==> config.mk <==
export PLATFORM = sky130hd
export DESIGN_NAME = fcps_top
export DESIGN_NICKNAME = d
export VERILOG_FILES = /design/src/core/fcps_pkg.sv /design/src/core/fcps_top.sv /design/src/core/fcps_param_array.sv
export SDC_FILE = /design/constraint.sdc
export NUM_CORES = 1
export LEC_CHECK = 0
export BUFFER_PORTS_ARGS = -buffer_cell sky130_fd_sc_hd__buf_2
export CAP_MARGIN = 5
export CORE_UTILIZATION = 31
export DETAILED_ROUTE_END_ITERATION = 12
export GPL_ROUTABILITY_DRIVEN = 0
export HOLD_SLACK_MARGIN = 0.05
export PLACE_DENSITY = 0.51
export REMOVE_ABC_BUFFERS = 1
export SLEW_MARGIN = 20
export SYNTH_ARGS = -nofsm -noshare
export SYNTH_HDL_FRONTEND = slang
export SYNTH_SLANG_ARGS = --single-unit
==> constraint.sdc <==
create_clock -name clk -period 9.9 [get_ports clk]
set_input_delay 1.485 -clock clk [delete_from_list [all_inputs] [get_ports clk]]
set_output_delay 1.485 -clock clk [all_outputs]
set_load 0.01 [all_outputs]
==> src/core/fcps_pkg.sv <==
// Shared constants for the command parameter stage: register indices,
// status and control field positions, reset values and encodings.
// Assumes a 32-bit APB slave; byte address of a register is index * 4.
package fcps_pkg;

	// Register indices (byte address = index * 4)
	localparam int         IDX_W           = 6;
	localparam logic [5:0] IDX_CLK_DIV     = 6'h00;
	localparam logic [5:0] IDX_PARAM_INDEX = 6'h01;
	localparam logic [5:0] IDX_CONFIG      = 6'h04;
	localparam logic [5:0] IDX_STATUS      = 6'h06;
	localparam logic [5:0] IDX_EEP_PROTECT = 6'h09;
	localparam logic [5:0] IDX_RSVD_TEST   = 6'h0B;
	localparam logic [5:0] IDX_ARR_FIRST   = 6'h0C;
	localparam logic [5:0] IDX_ARR_LAST    = 6'h17;
	localparam logic [5:0] IDX_W3_HIGH     = 6'h12;
	localparam logic [5:0] IDX_W3_LOW      = 6'h13;
	localparam logic [5:0] IDX_W5_HIGH     = 6'h16;
	localparam logic [5:0] IDX_W5_LOW      = 6'h17;
	localparam logic [5:0] IDX_INFO_VER    = 6'h18;

	// Parameter array shape
	localparam int ARR_WORDS = 6;
	localparam int ARR_BYTES = 12;

	// Status and control fields
	localparam int ST_DONE_BIT       = 7;
	localparam int ST_ACCESS_ERROR_FLAG_BIT     = 5;
	localparam int ST_PVIOL_BIT      = 4;
	localparam int CLKDIV_LOADED_BIT = 7;
	localparam int EEP_OPEN_BIT      = 7;

	// Reset values and masks
	localparam logic [7:0] ARR_RESET      = 8'h00;
	localparam logic [7:0] RSVD_READ      = 8'h00;
	localparam logic [7:0] CLKDIV_RESET   = 8'h00;
	localparam logic [7:0] CONFIG_RESET   = 8'h00;
	localparam logic [7:0] CFG_NORMAL_MSK = 8'h0F;
	localparam logic [7:0] EEP_RESET      = 8'hFF;
	localparam logic [2:0] INDEX_RESET    = 3'h0;

	// Information row version word
	localparam logic [23:0] INFO_VER_ADDR = 24'h1F_C0B6;
	localparam logic [3:0]  VER_FIRST     = 4'h1;
	localparam logic [3:0]  VER_NONE_LO   = 4'h0;
	localparam logic [3:0]  VER_NONE_HI   = 4'hF;

	// Launch state; idle means the completion flag reads one
	typedef enum logic [1:0] {
		ST_IDLE = 2'b01,
		ST_BUSY = 2'b10
	} fcps_state_t;

endpackage

==> src/core/fcps_top.sv <==
// APB register front end of the command parameter stage and its launch
// handshake toward the memory controller. Assumes a zero-wait APB master
// on clk and a controller on the same clock that drives one-cycle pulses.
// What this block does
// - Reserved factory-test register reads all zero and ignores writes.
// - Parameter array holds six 16-bit words as high and low bytes.
// - Every array byte register takes single-byte reads and writes.
// - Writing one to completion flag with both error flags clear launches command and clears flag.
// - Array is locked against software from launch until flag returns.
// - Controller results land in array, readable after completion.
// - Command code comes from high byte of word zero.
// - Address bits 23-16 from word0 low, 15-0 from word one.
// - Data words 0 to 3 come from array words two to five.
// - Words three and five sit at 0x12/0x13, 0x16/0x17, reset zero.
// - Version word in information row, version number in bits 3-0.
// - Version 0001 is first; 0000 and 1111 mean no version.
// - Mode input changes clock divider, config and protect writes.
// - Information row readable only while its window is active.
// - While flag is zero no new launch and no software array writes.
// - Launch hands array to controller; flag sets on completion.
`timescale 1ns/1ps
module fcps_top
	import fcps_pkg::*;
#(
	parameter logic [3:0] VERSION_NUM = VER_FIRST
)(
	input  wire logic        clk,
	input  wire logic        resetn,
	input  wire logic        psel,
	input  wire logic        penable,
	input  wire logic        pwrite,
	input  wire logic [7:0]  paddr,
	input  wire logic [31:0] pwdata,
	input  wire logic [3:0]  pstrb,
	output logic      [31:0] prdata,
	output logic             pready,
	output logic             pslverr,
	input  wire logic        special_mode_pin,
	input  wire logic        info_window_pin,
	output logic             ctl_launch,
	output logic      [7:0]  ctl_cmd_code,
	output logic      [23:0] ctl_global_addr,
	output logic      [63:0] ctl_data,
	output logic      [2:0]  ctl_word_count,
	input  wire logic        ctl_done,
	input  wire logic        ctl_result_we,
	input  wire logic [2:0]  ctl_result_idx,
	input  wire logic [15:0] ctl_result_word,
	input  wire logic        ctl_access_err,
	input  wire logic        ctl_prot_viol,
	output logic             cmd_complete,
	output logic             version_present
);

	// Elaboration guard on the version field
	generate
		if (VERSION_NUM == VER_NONE_LO || VERSION_NUM == VER_NONE_HI) begin
			$error("VERSION_NUM must encode a present version");
		end
	endgenerate

	// Reset release through two flops
	logic rst_s1_reg;
	logic rst_n_sync;
	always_ff @(posedge clk or negedge resetn) begin
		if (!resetn) begin
			rst_s1_reg <= 1'b0;
			rst_n_sync <= 1'b0;
		end else begin
			rst_s1_reg <= 1'b1;
			rst_n_sync <= rst_s1_reg;
		end
	end

	// Pin synchronisers; first stage feeds only the second
	logic mode_s1_reg;
	logic mode_q_reg;
	logic win_s1_reg;
	logic win_q_reg;
	always_ff @(posedge clk or negedge rst_n_sync) begin
		if (!rst_n_sync) begin
			mode_s1_reg <= 1'b0;
			mode_q_reg  <= 1'b0;
			win_s1_reg  <= 1'b0;
			win_q_reg   <= 1'b0;
		end else begin
			mode_s1_reg <= special_mode_pin;
			mode_q_reg  <= mode_s1_reg;
			win_s1_reg  <= info_window_pin;
			win_q_reg   <= win_s1_reg;
		end
	end

	// Array byte decode, shared by read and write paths
	function automatic logic arr_hit(input logic [5:0] idx);
		return (idx >= IDX_ARR_FIRST) && (idx <= IDX_ARR_LAST);
	endfunction
	function automatic logic [3:0] arr_byte(input logic [5:0] idx);
		logic [5:0] off;
		off = idx - IDX_ARR_FIRST;
		return off[3:0];
	endfunction

	// Bus phase and address decode
	wire [5:0] idx       = paddr[7:2];
	wire       setup     = psel && !penable;
	wire       access    = psel && penable;
	wire       wr_acc    = access && pwrite && pstrb[0];
	wire       hit_div   = (idx == IDX_CLK_DIV);
	wire       hit_index = (idx == IDX_PARAM_INDEX);
	wire       hit_cfg   = (idx == IDX_CONFIG);
	wire       hit_stat  = (idx == IDX_STATUS);
	wire       hit_eep   = (idx == IDX_EEP_PROTECT);
	wire       hit_rsvd  = (idx == IDX_RSVD_TEST);
	wire       hit_arr   = arr_hit(idx);
	wire       hit_info  = (idx == IDX_INFO_VER);
	wire       mapped    = hit_div || hit_index || hit_cfg || hit_stat ||
		hit_eep || hit_rsvd || hit_arr || hit_info;

	// Register state
	fcps_state_t state_reg;
	fcps_state_t state_next;
	logic       access_error_flag_reg;
	logic       pviol_reg;
	logic [7:0] div_reg;
	logic [7:0] cfg_reg;
	logic [7:0] eep_reg;
	logic [2:0] index_reg;
	logic       launch_reg;
	logic [31:0] prdata_reg;
	logic       pslverr_reg;
	wire        flag_set = (state_reg == ST_IDLE);
	wire [7:0]  arr_rd;
	wire [95:0] words;

	// Launch needs an idle flag and clear error flags
	wire wr_stat   = wr_acc && hit_stat;
	wire launch_rq = wr_stat && pwdata[ST_DONE_BIT] && flag_set &&
		!access_error_flag_reg && !pviol_reg;
	// Software array writes only while the flag reads one; results only while it reads zero
	wire arr_we    = wr_acc && hit_arr && flag_set;
	wire res_we    = ctl_result_we && !flag_set;

	// Flag state: launch clears, completion sets
	always_comb begin
		state_next = state_reg;
		case (state_reg)
			ST_IDLE: begin
				if (launch_rq) begin
					state_next = ST_BUSY;
				end
			end
			ST_BUSY: begin
				if (ctl_done) begin
					state_next = ST_IDLE;
				end
			end
			default: state_next = ST_IDLE;
		endcase
	end

	always_ff @(posedge clk or negedge rst_n_sync) begin
		if (!rst_n_sync) begin
			state_reg  <= ST_IDLE;
			launch_reg <= 1'b0;
		end else begin
			state_reg  <= state_next;
			launch_reg <= launch_rq;
		end
	end

	// Error flags: write one clears, a same-cycle event wins
	wire access_error_flag_next = ctl_access_err ||
		(access_error_flag_reg && !(wr_stat && pwdata[ST_ACCESS_ERROR_FLAG_BIT]));
	wire pviol_next  = ctl_prot_viol ||
		(pviol_reg && !(wr_stat && pwdata[ST_PVIOL_BIT]));
	always_ff @(posedge clk or negedge rst_n_sync) begin
		if (!rst_n_sync) begin
			access_error_flag_reg <= 1'b0;
			pviol_reg  <= 1'b0;
		end else begin
			access_error_flag_reg <= access_error_flag_next;
			pviol_reg  <= pviol_next;
		end
	end

	// Mode-dependent writes: normal mode loads the divider once,
	// masks config, and only tightens protection
	wire       special  = mode_q_reg;
	wire       div_ok   = special || !div_reg[CLKDIV_LOADED_BIT];
	wire [7:0] div_next = {1'b1, pwdata[6:0]};
	wire [7:0] cfg_next = special ? pwdata[7:0] :
		((cfg_reg & ~CFG_NORMAL_MSK) | (pwdata[7:0] & CFG_NORMAL_MSK));
	wire       eep_open = eep_reg[EEP_OPEN_BIT] && pwdata[EEP_OPEN_BIT];
	wire [6:0] eep_size = (pwdata[6:0] > eep_reg[6:0]) ?
		pwdata[6:0] : eep_reg[6:0];
	wire [7:0] eep_next = special ? pwdata[7:0] : {eep_open, eep_size};

	// Control registers, all blocked while a command runs
	always_ff @(posedge clk or negedge rst_n_sync) begin
		if (!rst_n_sync) begin
			div_reg   <= CLKDIV_RESET;
			cfg_reg   <= CONFIG_RESET;
			eep_reg   <= EEP_RESET;
			index_reg <= INDEX_RESET;
		end else if (wr_acc && flag_set) begin
			if (hit_div && div_ok) begin
				div_reg <= div_next;
			end
			if (hit_cfg) begin
				cfg_reg <= cfg_next;
			end
			if (hit_eep) begin
				eep_reg <= eep_next;
			end
			if (hit_index) begin
				index_reg <= pwdata[2:0];
			end
		end
	end

	// Parameter storage; byte-wide software port, word-wide results
	fcps_param_array fcps_param_array_inst (
		.clk         (clk),
		.rst_n       (rst_n_sync),
		.sw_we       (arr_we),
		.sw_byte_idx (arr_byte(idx)),
		.sw_wdata    (pwdata[7:0]),
		.ctl_we      (res_we),
		.ctl_word_idx(ctl_result_idx),
		.ctl_wdata   (ctl_result_word),
		.rd_byte_idx (arr_byte(idx)),
		.rd_data     (arr_rd),
		.words_flat  (words)
	);

	// Read mux; info row hidden while its window is inactive
	wire [15:0] info_word = {12'h000, VERSION_NUM};
	logic [31:0] rd_mux;
	always_comb begin
		if (hit_div) begin
			rd_mux = {24'h00_0000, div_reg};
		end else if (hit_index) begin
			rd_mux = {29'h0, index_reg};
		end else if (hit_cfg) begin
			rd_mux = {24'h00_0000, cfg_reg};
		end else if (hit_stat) begin
			rd_mux = {24'h00_0000, flag_set, 1'b0, access_error_flag_reg, pviol_reg,
				4'h0};
		end else if (hit_eep) begin
			rd_mux = {24'h00_0000, eep_reg};
		end else if (hit_rsvd) begin
			rd_mux = {24'h00_0000, RSVD_READ};
		end else if (hit_arr) begin
			rd_mux = {24'h00_0000, arr_rd};
		end else if (hit_info && win_q_reg) begin
			rd_mux = {16'h0000, info_word};
		end else begin
			rd_mux = 32'h0000_0000;
		end
	end

	// Read data caught in the setup cycle, so it comes from a flop
	always_ff @(posedge clk or negedge rst_n_sync) begin
		if (!rst_n_sync) begin
			prdata_reg  <= 32'h0000_0000;
			pslverr_reg <= 1'b0;
		end else if (setup) begin
			prdata_reg  <= pwrite ? 32'h0000_0000 : rd_mux;
			pslverr_reg <= !mapped;
		end
	end

	// Outputs; zero-wait slave
	assign pready          = 1'b1;
	assign prdata          = prdata_reg;
	assign pslverr         = pslverr_reg;
	assign cmd_complete    = flag_set;
	assign ctl_launch      = launch_reg;
	assign ctl_word_count  = index_reg;
	assign ctl_cmd_code    = words[95:88];
	assign ctl_global_addr = words[87:64];
	assign ctl_data        = words[63:0];
	assign version_present = (VERSION_NUM != VER_NONE_LO) &&
		(VERSION_NUM != VER_NONE_HI);
endmodule

==> src/core/fcps_param_array.sv <==
// Twelve-byte command parameter storage, six words of high and low byte.
// Assumes the caller gates writes; the controller port wins a collision.
`timescale 1ns/1ps
module fcps_param_array
	import fcps_pkg::*;
(
	input  wire logic        clk,
	input  wire logic        rst_n,
	input  wire logic        sw_we,
	input  wire logic [3:0]  sw_byte_idx,
	input  wire logic [7:0]  sw_wdata,
	input  wire logic        ctl_we,
	input  wire logic [2:0]  ctl_word_idx,
	input  wire logic [15:0] ctl_wdata,
	input  wire logic [3:0]  rd_byte_idx,
	output logic      [7:0]  rd_data,
	output logic      [95:0] words_flat
);

	logic [7:0] bytes_reg [ARR_BYTES];

	// Read port; out-of-range index reads zero
	assign rd_data = (rd_byte_idx < 4'(ARR_BYTES)) ?
		bytes_reg[rd_byte_idx] : 8'h00;

	// Each byte: controller result word, else software byte
	genvar g;
	generate
		for (g = 0; g < ARR_BYTES; g++) begin : g_byte
			localparam logic [2:0] WIDX = 3'(g / 2);
			localparam logic [3:0] BIDX = 4'(g);
			wire ctl_hit = ctl_we && (ctl_word_idx == WIDX);
			wire sw_hit  = sw_we && (sw_byte_idx == BIDX);
			wire [7:0] ctl_byte = (g % 2 == 0) ?
				ctl_wdata[15:8] : ctl_wdata[7:0];
			always_ff @(posedge clk or negedge rst_n) begin
				if (!rst_n) begin
					bytes_reg[g] <= ARR_RESET;
				end else if (ctl_hit) begin
					bytes_reg[g] <= ctl_byte;
				end else if (sw_hit) begin
					bytes_reg[g] <= sw_wdata;
				end
			end
			// Word n occupies bits 95-16n .. 80-16n, high byte above
			assign words_flat[(ARR_BYTES-1-g)*8 +: 8] = bytes_reg[g];
		end
	endgenerate

endmodule

==> impl_metrics.csv, run 1 <==
group,metric,value,unit
timing,whs,238,ps
route,first_iter_violations,427,
timing,setup_viol,0,
worst_setup_path,startpoint_type,"primary input",
clock_tree,postCtsResizedCells,0,
job,maxCapViolations,0,
timing,setup_tns,0,ps
timing,rsz0062_at_grt,"false",
worst_setup_path,r2r-start,"state_reg[0]$_DFFE_PN1P_",
clock_tree,clock_path_buffers,2,
finish,largest_reg_flops,96,
route,drt_wl_total,25400,um
place,hpwlAfterDp,17800,um
clock_tree,postCtsHoldBufs,0,
place,port-buffer-count,154,
clock_tree,clock_sinks,143,
finish,syn_to_final_growth,18.8,%
finish,n_antenna_cell,0,
clock_tree,cts_tree,"built",
timing,maxSlewHeadroom,0.258,
worst_setup_path,r2r_cells,5,
power,p_leak,4.81,nW
route,drt-pass1-iter-count,5,
die,die_w,163,um
finish,final_layout_size_suffix_gt1_frac,0.313,
logic_synthesis,synth_cells,751,
timing,finClkSkew,11.5,ps
timing,period_share,0.414,
global_route,grt_max_degree,67,
route,vias_per_cell,5.05,
hold_path,worstHoldPathType,"register to asynchronous set/reset pin",
route,vias,6197,
timing,slew_viol_final,0,
worst_setup_path,critPathArrivalTime,4370,ps
finish,nets,968,
worst_setup_path,reg2reg_to,"fcps_param_array_inst.words_flat[77]$_DFFE_PN0P_",
logic_synthesis,synth_area,0.00803,mm2
clock_tree,insertion_delay,430,ps
global_route,grt_antenna_before_repair,0,
logic_synthesis,ys_async_sr_fraction,1.00,
run_status,status,"finished, final reports clean",
worst_setup_path,crit_required,10170,ps
route,ant_nets,0,
logic_synthesis,synth_flop_cell,"dfrtp_1",
timing,worstMarginPinSlew,1110,ps
die,rows,58,
clock_tree,h-tree-depth,4,
finish,final_common_cell,"buf_2",
logic_synthesis,seq_area_frac_synth,0.447,
die,start_util,0.318,
worst_setup_path,worst_setup_path_end_kind,"register",
clock_tree,post_cts_buffers,0,
die,core,0.0253,mm2
route,wl_per_cell,20.7,um
timing,final_hold_viol_count,0,
global_route,grt_pass1_vias,6073,
global_route,grt-ovfl-total,0,
clock_tree,clk_pin_slew_worst_paths,70,ps
logic_synthesis,ys_ff_latch,143,
clock_tree,numCtsBuffers,17,
power,power_density,153,mW/mm2
die,die_area,0.0265,mm2
logic_synthesis,ys_types,66,
timing,finalCriticalPeriod,4100,ps
route,drc,0,
global_route,grtUsageTotal,0.197,
worst_setup_path,rrSetupSlack,6780,ps
die,dieHeight,163,um
timing,max_freq,244,MHz
worst_setup_path,critical_path_class,"primary input to register",
power,ir_drop,81.7,uV
finish,final_cell_mix,"154 x buf_2, 133 x dfrtp_1, 102 x mux2i_1, 76 x nor2_1, 76 x a21oi_1",
global_route,grt_pass1_wl,38700,um
logic_synthesis,synth_area_per_cell,10.7,um2
logic_synthesis,ys_warn_count,0,
die,io_pins,210,
clock_tree,cts_root_buf,"clkbuf_16",
logic_synthesis,synth_edf_count,0,
worst_setup_path,critPathMaxFanout,16,
-- layer usage --
metal / wire length [um] / vias to the layer above / track usage / share of wire
met3: 1170 / 26 / 0.0372 / 0.046
li1: - / 2922 / - / -
met5: 0 / - / 0 / 0
met2: 11600 / 182 / 0.302 / 0.46
met1: 12200 / 3067 / 0.279 / 0.48
met4: 408 / 0 / 0.0603 / 0.016
-- where the power goes --
group	internal, mW	leakage [nW]	switching, mW
sequential	0.611	1.90	0.0244
clock	0.376	0.273	0.281
combinational	0.0632	2.64	0.101
total	1.05	4.81	0.406
-- synthesized netlist by cell type (3+ instances only) --
cell,n,area [um2]
dfrtp_1,134,3350
mux2i_1,102,1020
a21oi_1,76,380
nor2_1,76,285
nand2_1,48,180
o21ai_0,40,200
buf_4,29,218
clkbuf_1,28,105
mux2_2,27,304
mux4_2,24,541
inv_1,15,56.3
nor2b_1,13,81.3
buf_2,11,55.1
ha_1,11,138
dfstp_2,9,236
nor3_1,7,35.0
nand4_2,6,75.1
and3_1,5,31.3
buf_6,5,56.3
nand2b_1,5,31.3
nor3b_1,5,37.5
a22oi_1,4,30.0
nor4_1,4,25.0
o22ai_1,4,25.0
a211oi_1,3,22.5
and2_1,3,18.8
o211ai_1,3,22.5
o221ai_1,3,26.3
-- kinds of logic after synthesis --
family | synth area share
other | 0.000936
and+or+nand+nor | 0.123
DFF | 0.447
AOI/OAI and AO/OA | 0.117
buffers and inverters | 0.0622
muxes | 0.232
adders and majority gates | 0.0171
-- critical path: stages --
cell and delay, ps:
buf_2 150, inv_1 80, ha_1 920, mux4_2 420, mux2i_1 290, nor2_1 60, a2111oi_0 740, o22ai_1 200
-- layout make-up --
type	count	area [um2]
Clock inverter	13	154
Fill cell	2598	15700
Multi-Input combinational cell	543	4040
Timing Repair Buffer	163	838
Sequential cell	143	3590
Tap cell	330	413
Clock buffer	19	433
Inverter	15	56.3
-- worst max path at each step --
stage | start | to | slack, ps | cells after the start
floorplan | rst_n_sync$_DFF_PN0_ | access_error_flag_reg$_DFF_PN0_ | 5640 | 0
global placement | paddr[2] | fcps_param_array_inst.words_flat[73]$_DFFE_PN0P_ | 5470 | 7
detailed placement | paddr[4] | prdata[5]$_DFFE_PN0P_ | 5460 | 8
CTS | paddr[4] | prdata[5]$_DFFE_PN0P_ | 5900 | 8
global route | paddr[2] | fcps_param_array_inst.words_flat[76]$_DFFE_PN0P_ | 5740 | 7
finish | paddr[4] | prdata[5]$_DFFE_PN0P_ | 5800 | 8
-- stage by stage --
| stage | std cells | setup slack, ps | util | area [um2] | total power [mW] |
|---|---|---|---|---|---|
| after global placement | 1194 | 5470 | 0.354 | 8940 | 0.810 |
| final | 1226 | 5800 | 0.377 | 9530 | 1.46 |
| after CTS | 1226 | 5900 | 0.377 | 9530 | 1.47 |
| after detailed placement | 1194 | 5460 | 0.354 | 8940 | 0.812 |
| after floorplan | 701 | 5640 | - | 7680 | 0.723 |
| after global routing | 1226 | 5740 | 0.377 | 9530 | 1.51 |
(Power assumes the default switching activity.)
==> run 2: changes to the inputs <==
==> constraint.sdc (replaced) <==
create_clock -name clk -period 3.9 [get_ports clk]
set_input_delay 0.585 -clock clk [delete_from_list [all_inputs] [get_ports clk]]
set_output_delay 0.585 -clock clk [all_outputs]
set_load 0.01 [all_outputs]
==> run 2 against run 1 <==
Compared with the run above:
- non-clock buffer count is 11 higher
- total power up 150%
- via count barely moved
- combinational power increased to 2.5 times the previous value
- largest power group is now registers
- first-iteration DRC count rose by 1.2%
- clock-buffer cell count rose by 1
- wire length rose by 0.40%
- register-to-register slack got worse by 5500 ps
- worst setup slack lost 4800 ps
- core utilization grew 0.28 points
- sequential cell count did not move
==> impl_metrics.csv, run 2 (synthesis gave the netlist of run 1 again) <==
group,metric,value,unit
worst_setup_path,critical_path_class,"primary input to register",
die,die_area,0.0265,mm2
power,ir_drop,230,uV
worst_setup_path,worst_setup_path_end_kind,"register",
finish,final_cell_mix,"154 x buf_2, 133 x dfrtp_1, 102 x mux2i_1, 76 x nor2_1, 76 x a21oi_1",
timing,finalCriticalPeriod,2870,ps
finish,multiInputGateArea,0.00404,mm2
global_route,grt_pass1_vias,6034,
worst_setup_path,critPathArrivalTime,3130,ps
place,port-buffer-count,154,
place,place_inst,1204,
global_route,grt_pass1_wl,39000,um
worst_setup_path,path_delay_family,"compound AO/OA/AOI/OAI gates",
clock_tree,numCtsBuffers,17,
place,hpwlAfterDp,18300,um
route,drt_wl_total,25500,um
finish,nets,979,
hold_path,hp-start,"info_window_pin",
die,start_util,0.318,
clock_tree,clock_sinks,143,
timing,finClkSkew,9.63,ps
worst_setup_path,worst-path-buf-inv,2,
worst_setup_path,startpoint_type,"primary input",
worst_setup_path,reg2reg_to,"fcps_param_array_inst.words_flat[2]$_DFFE_PN0P_",
power,report.power.total,3.59,mW
die,core,0.0253,mm2
hold_path,holdPathStages,1,
worst_setup_path,path_cells,"buf_2, inv_1, ha_1, mux4_2, mux2i_1, nor2_1, a2111oi_0, o21ai_0",
clock_tree,clk_pin_slew_worst_paths,60,ps
global_route,grtUsageTotal,0.198,
die,die_w,163,um
finish,largest_reg_flops,96,
timing,final_hold_viol_count,0,
finish,syn_to_final_growth,19.6,%
route,ant_nets,0,
worst_setup_path,r2r_cells,5,
route,drc,0,
timing,period_share,0.735,
route,vias,6203,
clock_tree,clock_path_buffers,2,
die,io_pins,210,
finish,final_layout_size_suffix_gt1_frac,0.318,
clock_tree,postCtsResizedCells,0,
clock_tree,h-tree-depth,4,
timing,slew_viol_final,0,
finish,final_cells,1237,
timing,rsz0062_at_grt,"false",
finish,n_antenna_cell,0,
clock_tree,cts_tree,"built",
die,rows,58,
hold_path,worstHoldPathType,"primary input to register",
timing,worstMarginPinSlew,887,ps
run_status,status,"finished, final reports clean",
finish,seq_area,0.00359,mm2
timing,setup_viol,0,
worst_setup_path,crit_required,4170,ps
power,power_density,374,mW/mm2
timing,maxSlewHeadroom,0.394,
worst_setup_path,slowest_stage,"a2111oi_0",
die,dieHeight,163,um
global_route,grt_max_degree,55,
worst_setup_path,r2r-start,"state_reg[0]$_DFFE_PN1P_",
clock_tree,postCtsHoldBufs,1,
global_route,grt-ovfl-total,0,
route,drt-pass1-iter-count,9,
route,first_iter_violations,432,
finish,fillerInstances,2541,
clock_tree,post_cts_buffers,0,
power,p_leak,4.86,nW
timing,max_freq,349,MHz
finish,final_common_cell,"buf_2",
worst_setup_path,critPathMaxFanout,9,
job,maxCapViolations,0,
worst_setup_path,critPathMaxStageDelay,780,ps
clock_tree,insertion_delay,430,ps
clock_tree,cts_root_buf,"clkbuf_16",
global_route,grt_antenna_before_repair,0,
route,wl_per_cell,20.6,um
worst_setup_path,rrSetupSlack,1290,ps
route,vias_per_cell,5.01,
hold_path,holdPathEnd,"win_s1_reg$_DFF_PN0_",
==> run 2: where the power goes <==
part	internal (mW)	total [mW]	switching [mW]	leakage [nW]
logic	0.166	0.416	0.250	2.70
clock network	0.881	1.56	0.674	0.257
registers	1.55	1.62	0.0696	1.90
total	2.60	3.59	0.994	4.86
==> run 2: worst max-delay path by stage <==
| stage | startpoint | to | slack [ps] | cells past startpoint |
|---|---|---|---|---|
| after floorplan | rst_n_sync$_DFF_PN0_ | access_error_flag_reg$_DFF_PN0_ | -360 | 0 |
| after global placement | paddr[4] | prdata[4]$_DFFE_PN0P_ | 760 | 8 |
| after detailed placement | paddr[4] | prdata[4]$_DFFE_PN0P_ | 750 | 8 |
| after CTS | paddr[4] | prdata[4]$_DFFE_PN0P_ | 1200 | 8 |
| after global routing | paddr[4] | prdata[3]$_DFFE_PN0P_ | 1120 | 9 |
| final | paddr[4] | prdata[4]$_DFFE_PN0P_ | 1030 | 8 |
==> run 2: cell type report <==
type / instances / area share
Sequential cell: 143 / 0.374
Inverter: 15 / 0.00586
Clock inverter: 12 / 0.0119
Clock buffer: 20 / 0.0455
Multi-Input combinational cell: 543 / 0.421
Tap cell: 330 / 0.0430
Timing Repair Buffer: 174 / 0.0988
==> run 2: routing by layer <==
metal	up-vias	share of wire	wire, um	track usage
li1	2955	-	-	-
met1	3072	0.48	12400	0.287
met2	160	0.47	11900	0.308
met3	16	0.043	1090	0.0392
met4	0	0.0056	142	0.0306
met5	-	0	0	0
==> run 2: worst register-to-register path, delay by kind of cell (launching register included) <==
family | cells | cell delay, ps
AOI/OAI and AO/OA | 1 | 90
DFF | 1 | 520
muxes | 1 | 330
and+or+nand+nor | 3 | 1530
==> run 2: metrics by stage <==
step / setup slack, ps / setup TNS [ps] / utilization / area (um2) / hold slack [ps]
finish: 1030 / 0 / 0.380 / 9600 / 284
global route: 1120 / 0 / 0.380 / 9600 / 270
CTS: 1200 / 0 / 0.380 / 9600 / 276
detailed placement: 750 / 0 / 0.358 / 9040 / 340
global placement: 760 / 0 / 0.358 / 9040 / 335
floorplan: -364 / -47990 / - / 7680 / 289
==> run 3: changes to the inputs <==
==> constraint.sdc (replaced) <==
create_clock -name clk -period 2.75 [get_ports clk]
set_input_delay 0.4125 -clock clk [delete_from_list [all_inputs] [get_ports clk]]
set_output_delay 0.4125 -clock clk [all_outputs]
set_load 0.01 [all_outputs]
==> run 3 against run 2 <==
Compared with the run above:
- design area rose by 3.1%
- sequential power rose by 42%
- register-to-register slack got worse by 950 ps
- first-iteration DRC count fell by 10%
- sequential cell count did not move
- critical path depth fell by 2
- die area did not move
- global-route usage rose by 0.15 points
- critical path type is now register to register
==> impl_metrics.csv, run 3 (synthesis gave the netlist of run 1 again) <==
group,metric,value,unit
die,die_w,163,um
finish,final_layout_size_suffix_gt1_frac,0.335,
clock_tree,postCtsResizedCells,0,
worst_setup_path,path_delay_family,"simple AND/OR/NAND/NOR gates",
timing,period_share,0.876,
finish,syn_to_final_growth,23.4,%
place,port-buffer-count,154,
timing,rsz0062_at_grt,"false",
die,io_pins,210,
clock_tree,insertion_delay,420,ps
global_route,grt_pass1_wl,39000,um
clock_tree,clock_path_buffers,2,
clock_tree,cts_tree,"built",
die,die_area,0.0265,mm2
worst_setup_path,critPathMaxFanout,8,
hold_path,holdPathStages,1,
worst_setup_path,r2r_cells,6,
route,wl_per_cell,20.4,um
worst_setup_path,crit_required,3040,ps
die,rows,58,
worst_setup_path,worst-path-buf-inv,1,
worst_setup_path,worst_setup_path_end_kind,"register",
clock_tree,clk_pin_slew_worst_paths,60,ps
finish,nets,1006,
worst_setup_path,critPathArrivalTime,2700,ps
clock_tree,numCtsBuffers,17,
job,maxCapViolations,0,
timing,worstMarginPinSlew,677,ps
die,core,0.0253,mm2
finish,final_cell_mix,"154 x buf_2, 133 x dfrtp_1, 102 x mux2i_1, 76 x nor2_1, 76 x a21oi_1",
timing,setup_tns,0,ps
finish,largest_reg_flops,96,
hold_path,worstHoldPathType,"primary input to register",
die,start_util,0.318,
route,vias,6334,
timing,max_freq,415,MHz
clock_tree,post_cts_buffers,0,
clock_tree,clock_sinks,143,
worst_setup_path,path_cells,"nor2b_1, o2111ai_2, nor3b_2, buf_4, mux2i_1, o21ai_0",
finish,n_antenna_cell,0,
worst_setup_path,rrSetupSlack,340,ps
clock_tree,h-tree-depth,4,
power,ir_drop,354,uV
global_route,grtUsageTotal,0.199,
place,post-place-ws,186,ps
route,first_iter_violations,388,
worst_setup_path,slowest_stage,"nor2b_1",
global_route,grt_max_degree,61,
route,drc,0,
run_status,status,"finished, final reports clean",
global_route,grt_pass1_vias,6131,
timing,slew_viol_final,0,
route,vias_per_cell,5.01,
die,dieHeight,163,um
hold_path,holdPathEnd,"mode_s1_reg$_DFF_PN0_",
worst_setup_path,reg2reg_to,"fcps_param_array_inst.words_flat[86]$_DFFE_PN0P_",
timing,finClkSkew,10.2,ps
clock_tree,postCtsHoldBufs,1,
global_route,grt-ovfl-total,0,
finish,final_common_cell,"buf_2",
timing,setup_ws,341,ps
worst_setup_path,r2r-start,"state_reg[0]$_DFFE_PN1P_",
route,ant_nets,0,
worst_setup_path,critPathMaxStageDelay,550,ps
timing,maxSlewHeadroom,0.547,
global_route,grt_antenna_before_repair,1,
worst_setup_path,startpoint_type,"register",
power,p_leak,5.02,nW
timing,finalCriticalPeriod,2410,ps
route,drt-pass1-iter-count,6,
timing,setup_viol,0,
route,drt_wl_total,25800,um
clock_tree,cts_root_buf,"clkbuf_16",
timing,whs,104,ps
timing,final_hold_viol_count,0,
place,hpwlAfterDp,18800,um
hold_path,hp-start,"special_mode_pin",
power,power_density,533,mW/mm2
worst_setup_path,critical_path_class,"register to register",
-- run 3: cell types whose count changed in the layout (fill, tap and decap cells not counted), sizes merged --
cell and delta:
clkinv -1, inv -2, bufinv +2, buf +27, clkinvlp -1, clkbuf +2
-- run 3: layout make-up --
class                      instances  area, um2
clock buffer                      22        444
multi-input combinational        543       4040
tap                              330        413
fill                            2517      15400
sequential                       143       3590
clock inverter                    10        140
inverter                          15       56.3
timing repair buffer             201       1210
-- run 3: how the worst max path moves through the flow --
stage                                  start                                                to  slack (ps)  cells past startpoint
floorplan               rst_n_sync$_DFF_PN0_                   access_error_flag_reg$_DFF_PN0_       -1510                      0
global placement                    paddr[5]                             prdata[0]$_DFFE_PN0P_         200                      9
detailed placement                  paddr[5]                             prdata[0]$_DFFE_PN0P_         190                      9
CTS                 state_reg[0]$_DFFE_PN1P_  fcps_param_array_inst.words_flat[86]$_DFFE_PN0P_         340                      6
global route        state_reg[0]$_DFFE_PN1P_  fcps_param_array_inst.words_flat[78]$_DFFE_PN0P_         230                      6
finish              state_reg[0]$_DFFE_PN1P_  fcps_param_array_inst.words_flat[86]$_DFFE_PN0P_         340                      6
-- run 3: worst register-to-register path, stage by stage (launching register included) --
cell	delay, ps
dfstp_2	520
nor2b_1	550
o2111ai_2	420
nor3b_2	260
buf_4	240
mux2i_1	190
o21ai_0	100
-- run 3: stage by stage --
| step | power (mW) | utilization | instances | area, um2 |
|---|---|---|---|---|
| after global routing | 5.49 | 0.392 | 1264 | 9900 |
| after floorplan | 2.60 | - | 701 | 7680 |
| after CTS | 5.33 | 0.392 | 1264 | 9900 |
| after global placement | 2.96 | 0.369 | 1231 | 9310 |
| after detailed placement | 2.96 | 0.369 | 1231 | 9310 |
| final | 5.28 | 0.392 | 1264 | 9900 |
-- run 3: report_power, final --
part	internal, mW	total (mW)	switching, mW
Clock	1.43	2.36	0.931
Combinational	0.258	0.623	0.365
Sequential	2.20	2.30	0.0946
-- run 3: layer usage --
layer  track usage  wire length, um  vias up
met5             0                8        -
met4        0.0344              118        2
met3        0.0405             1220       10
met2         0.313            12000      176
met1         0.285            12500     3145
li1              -                -     3001
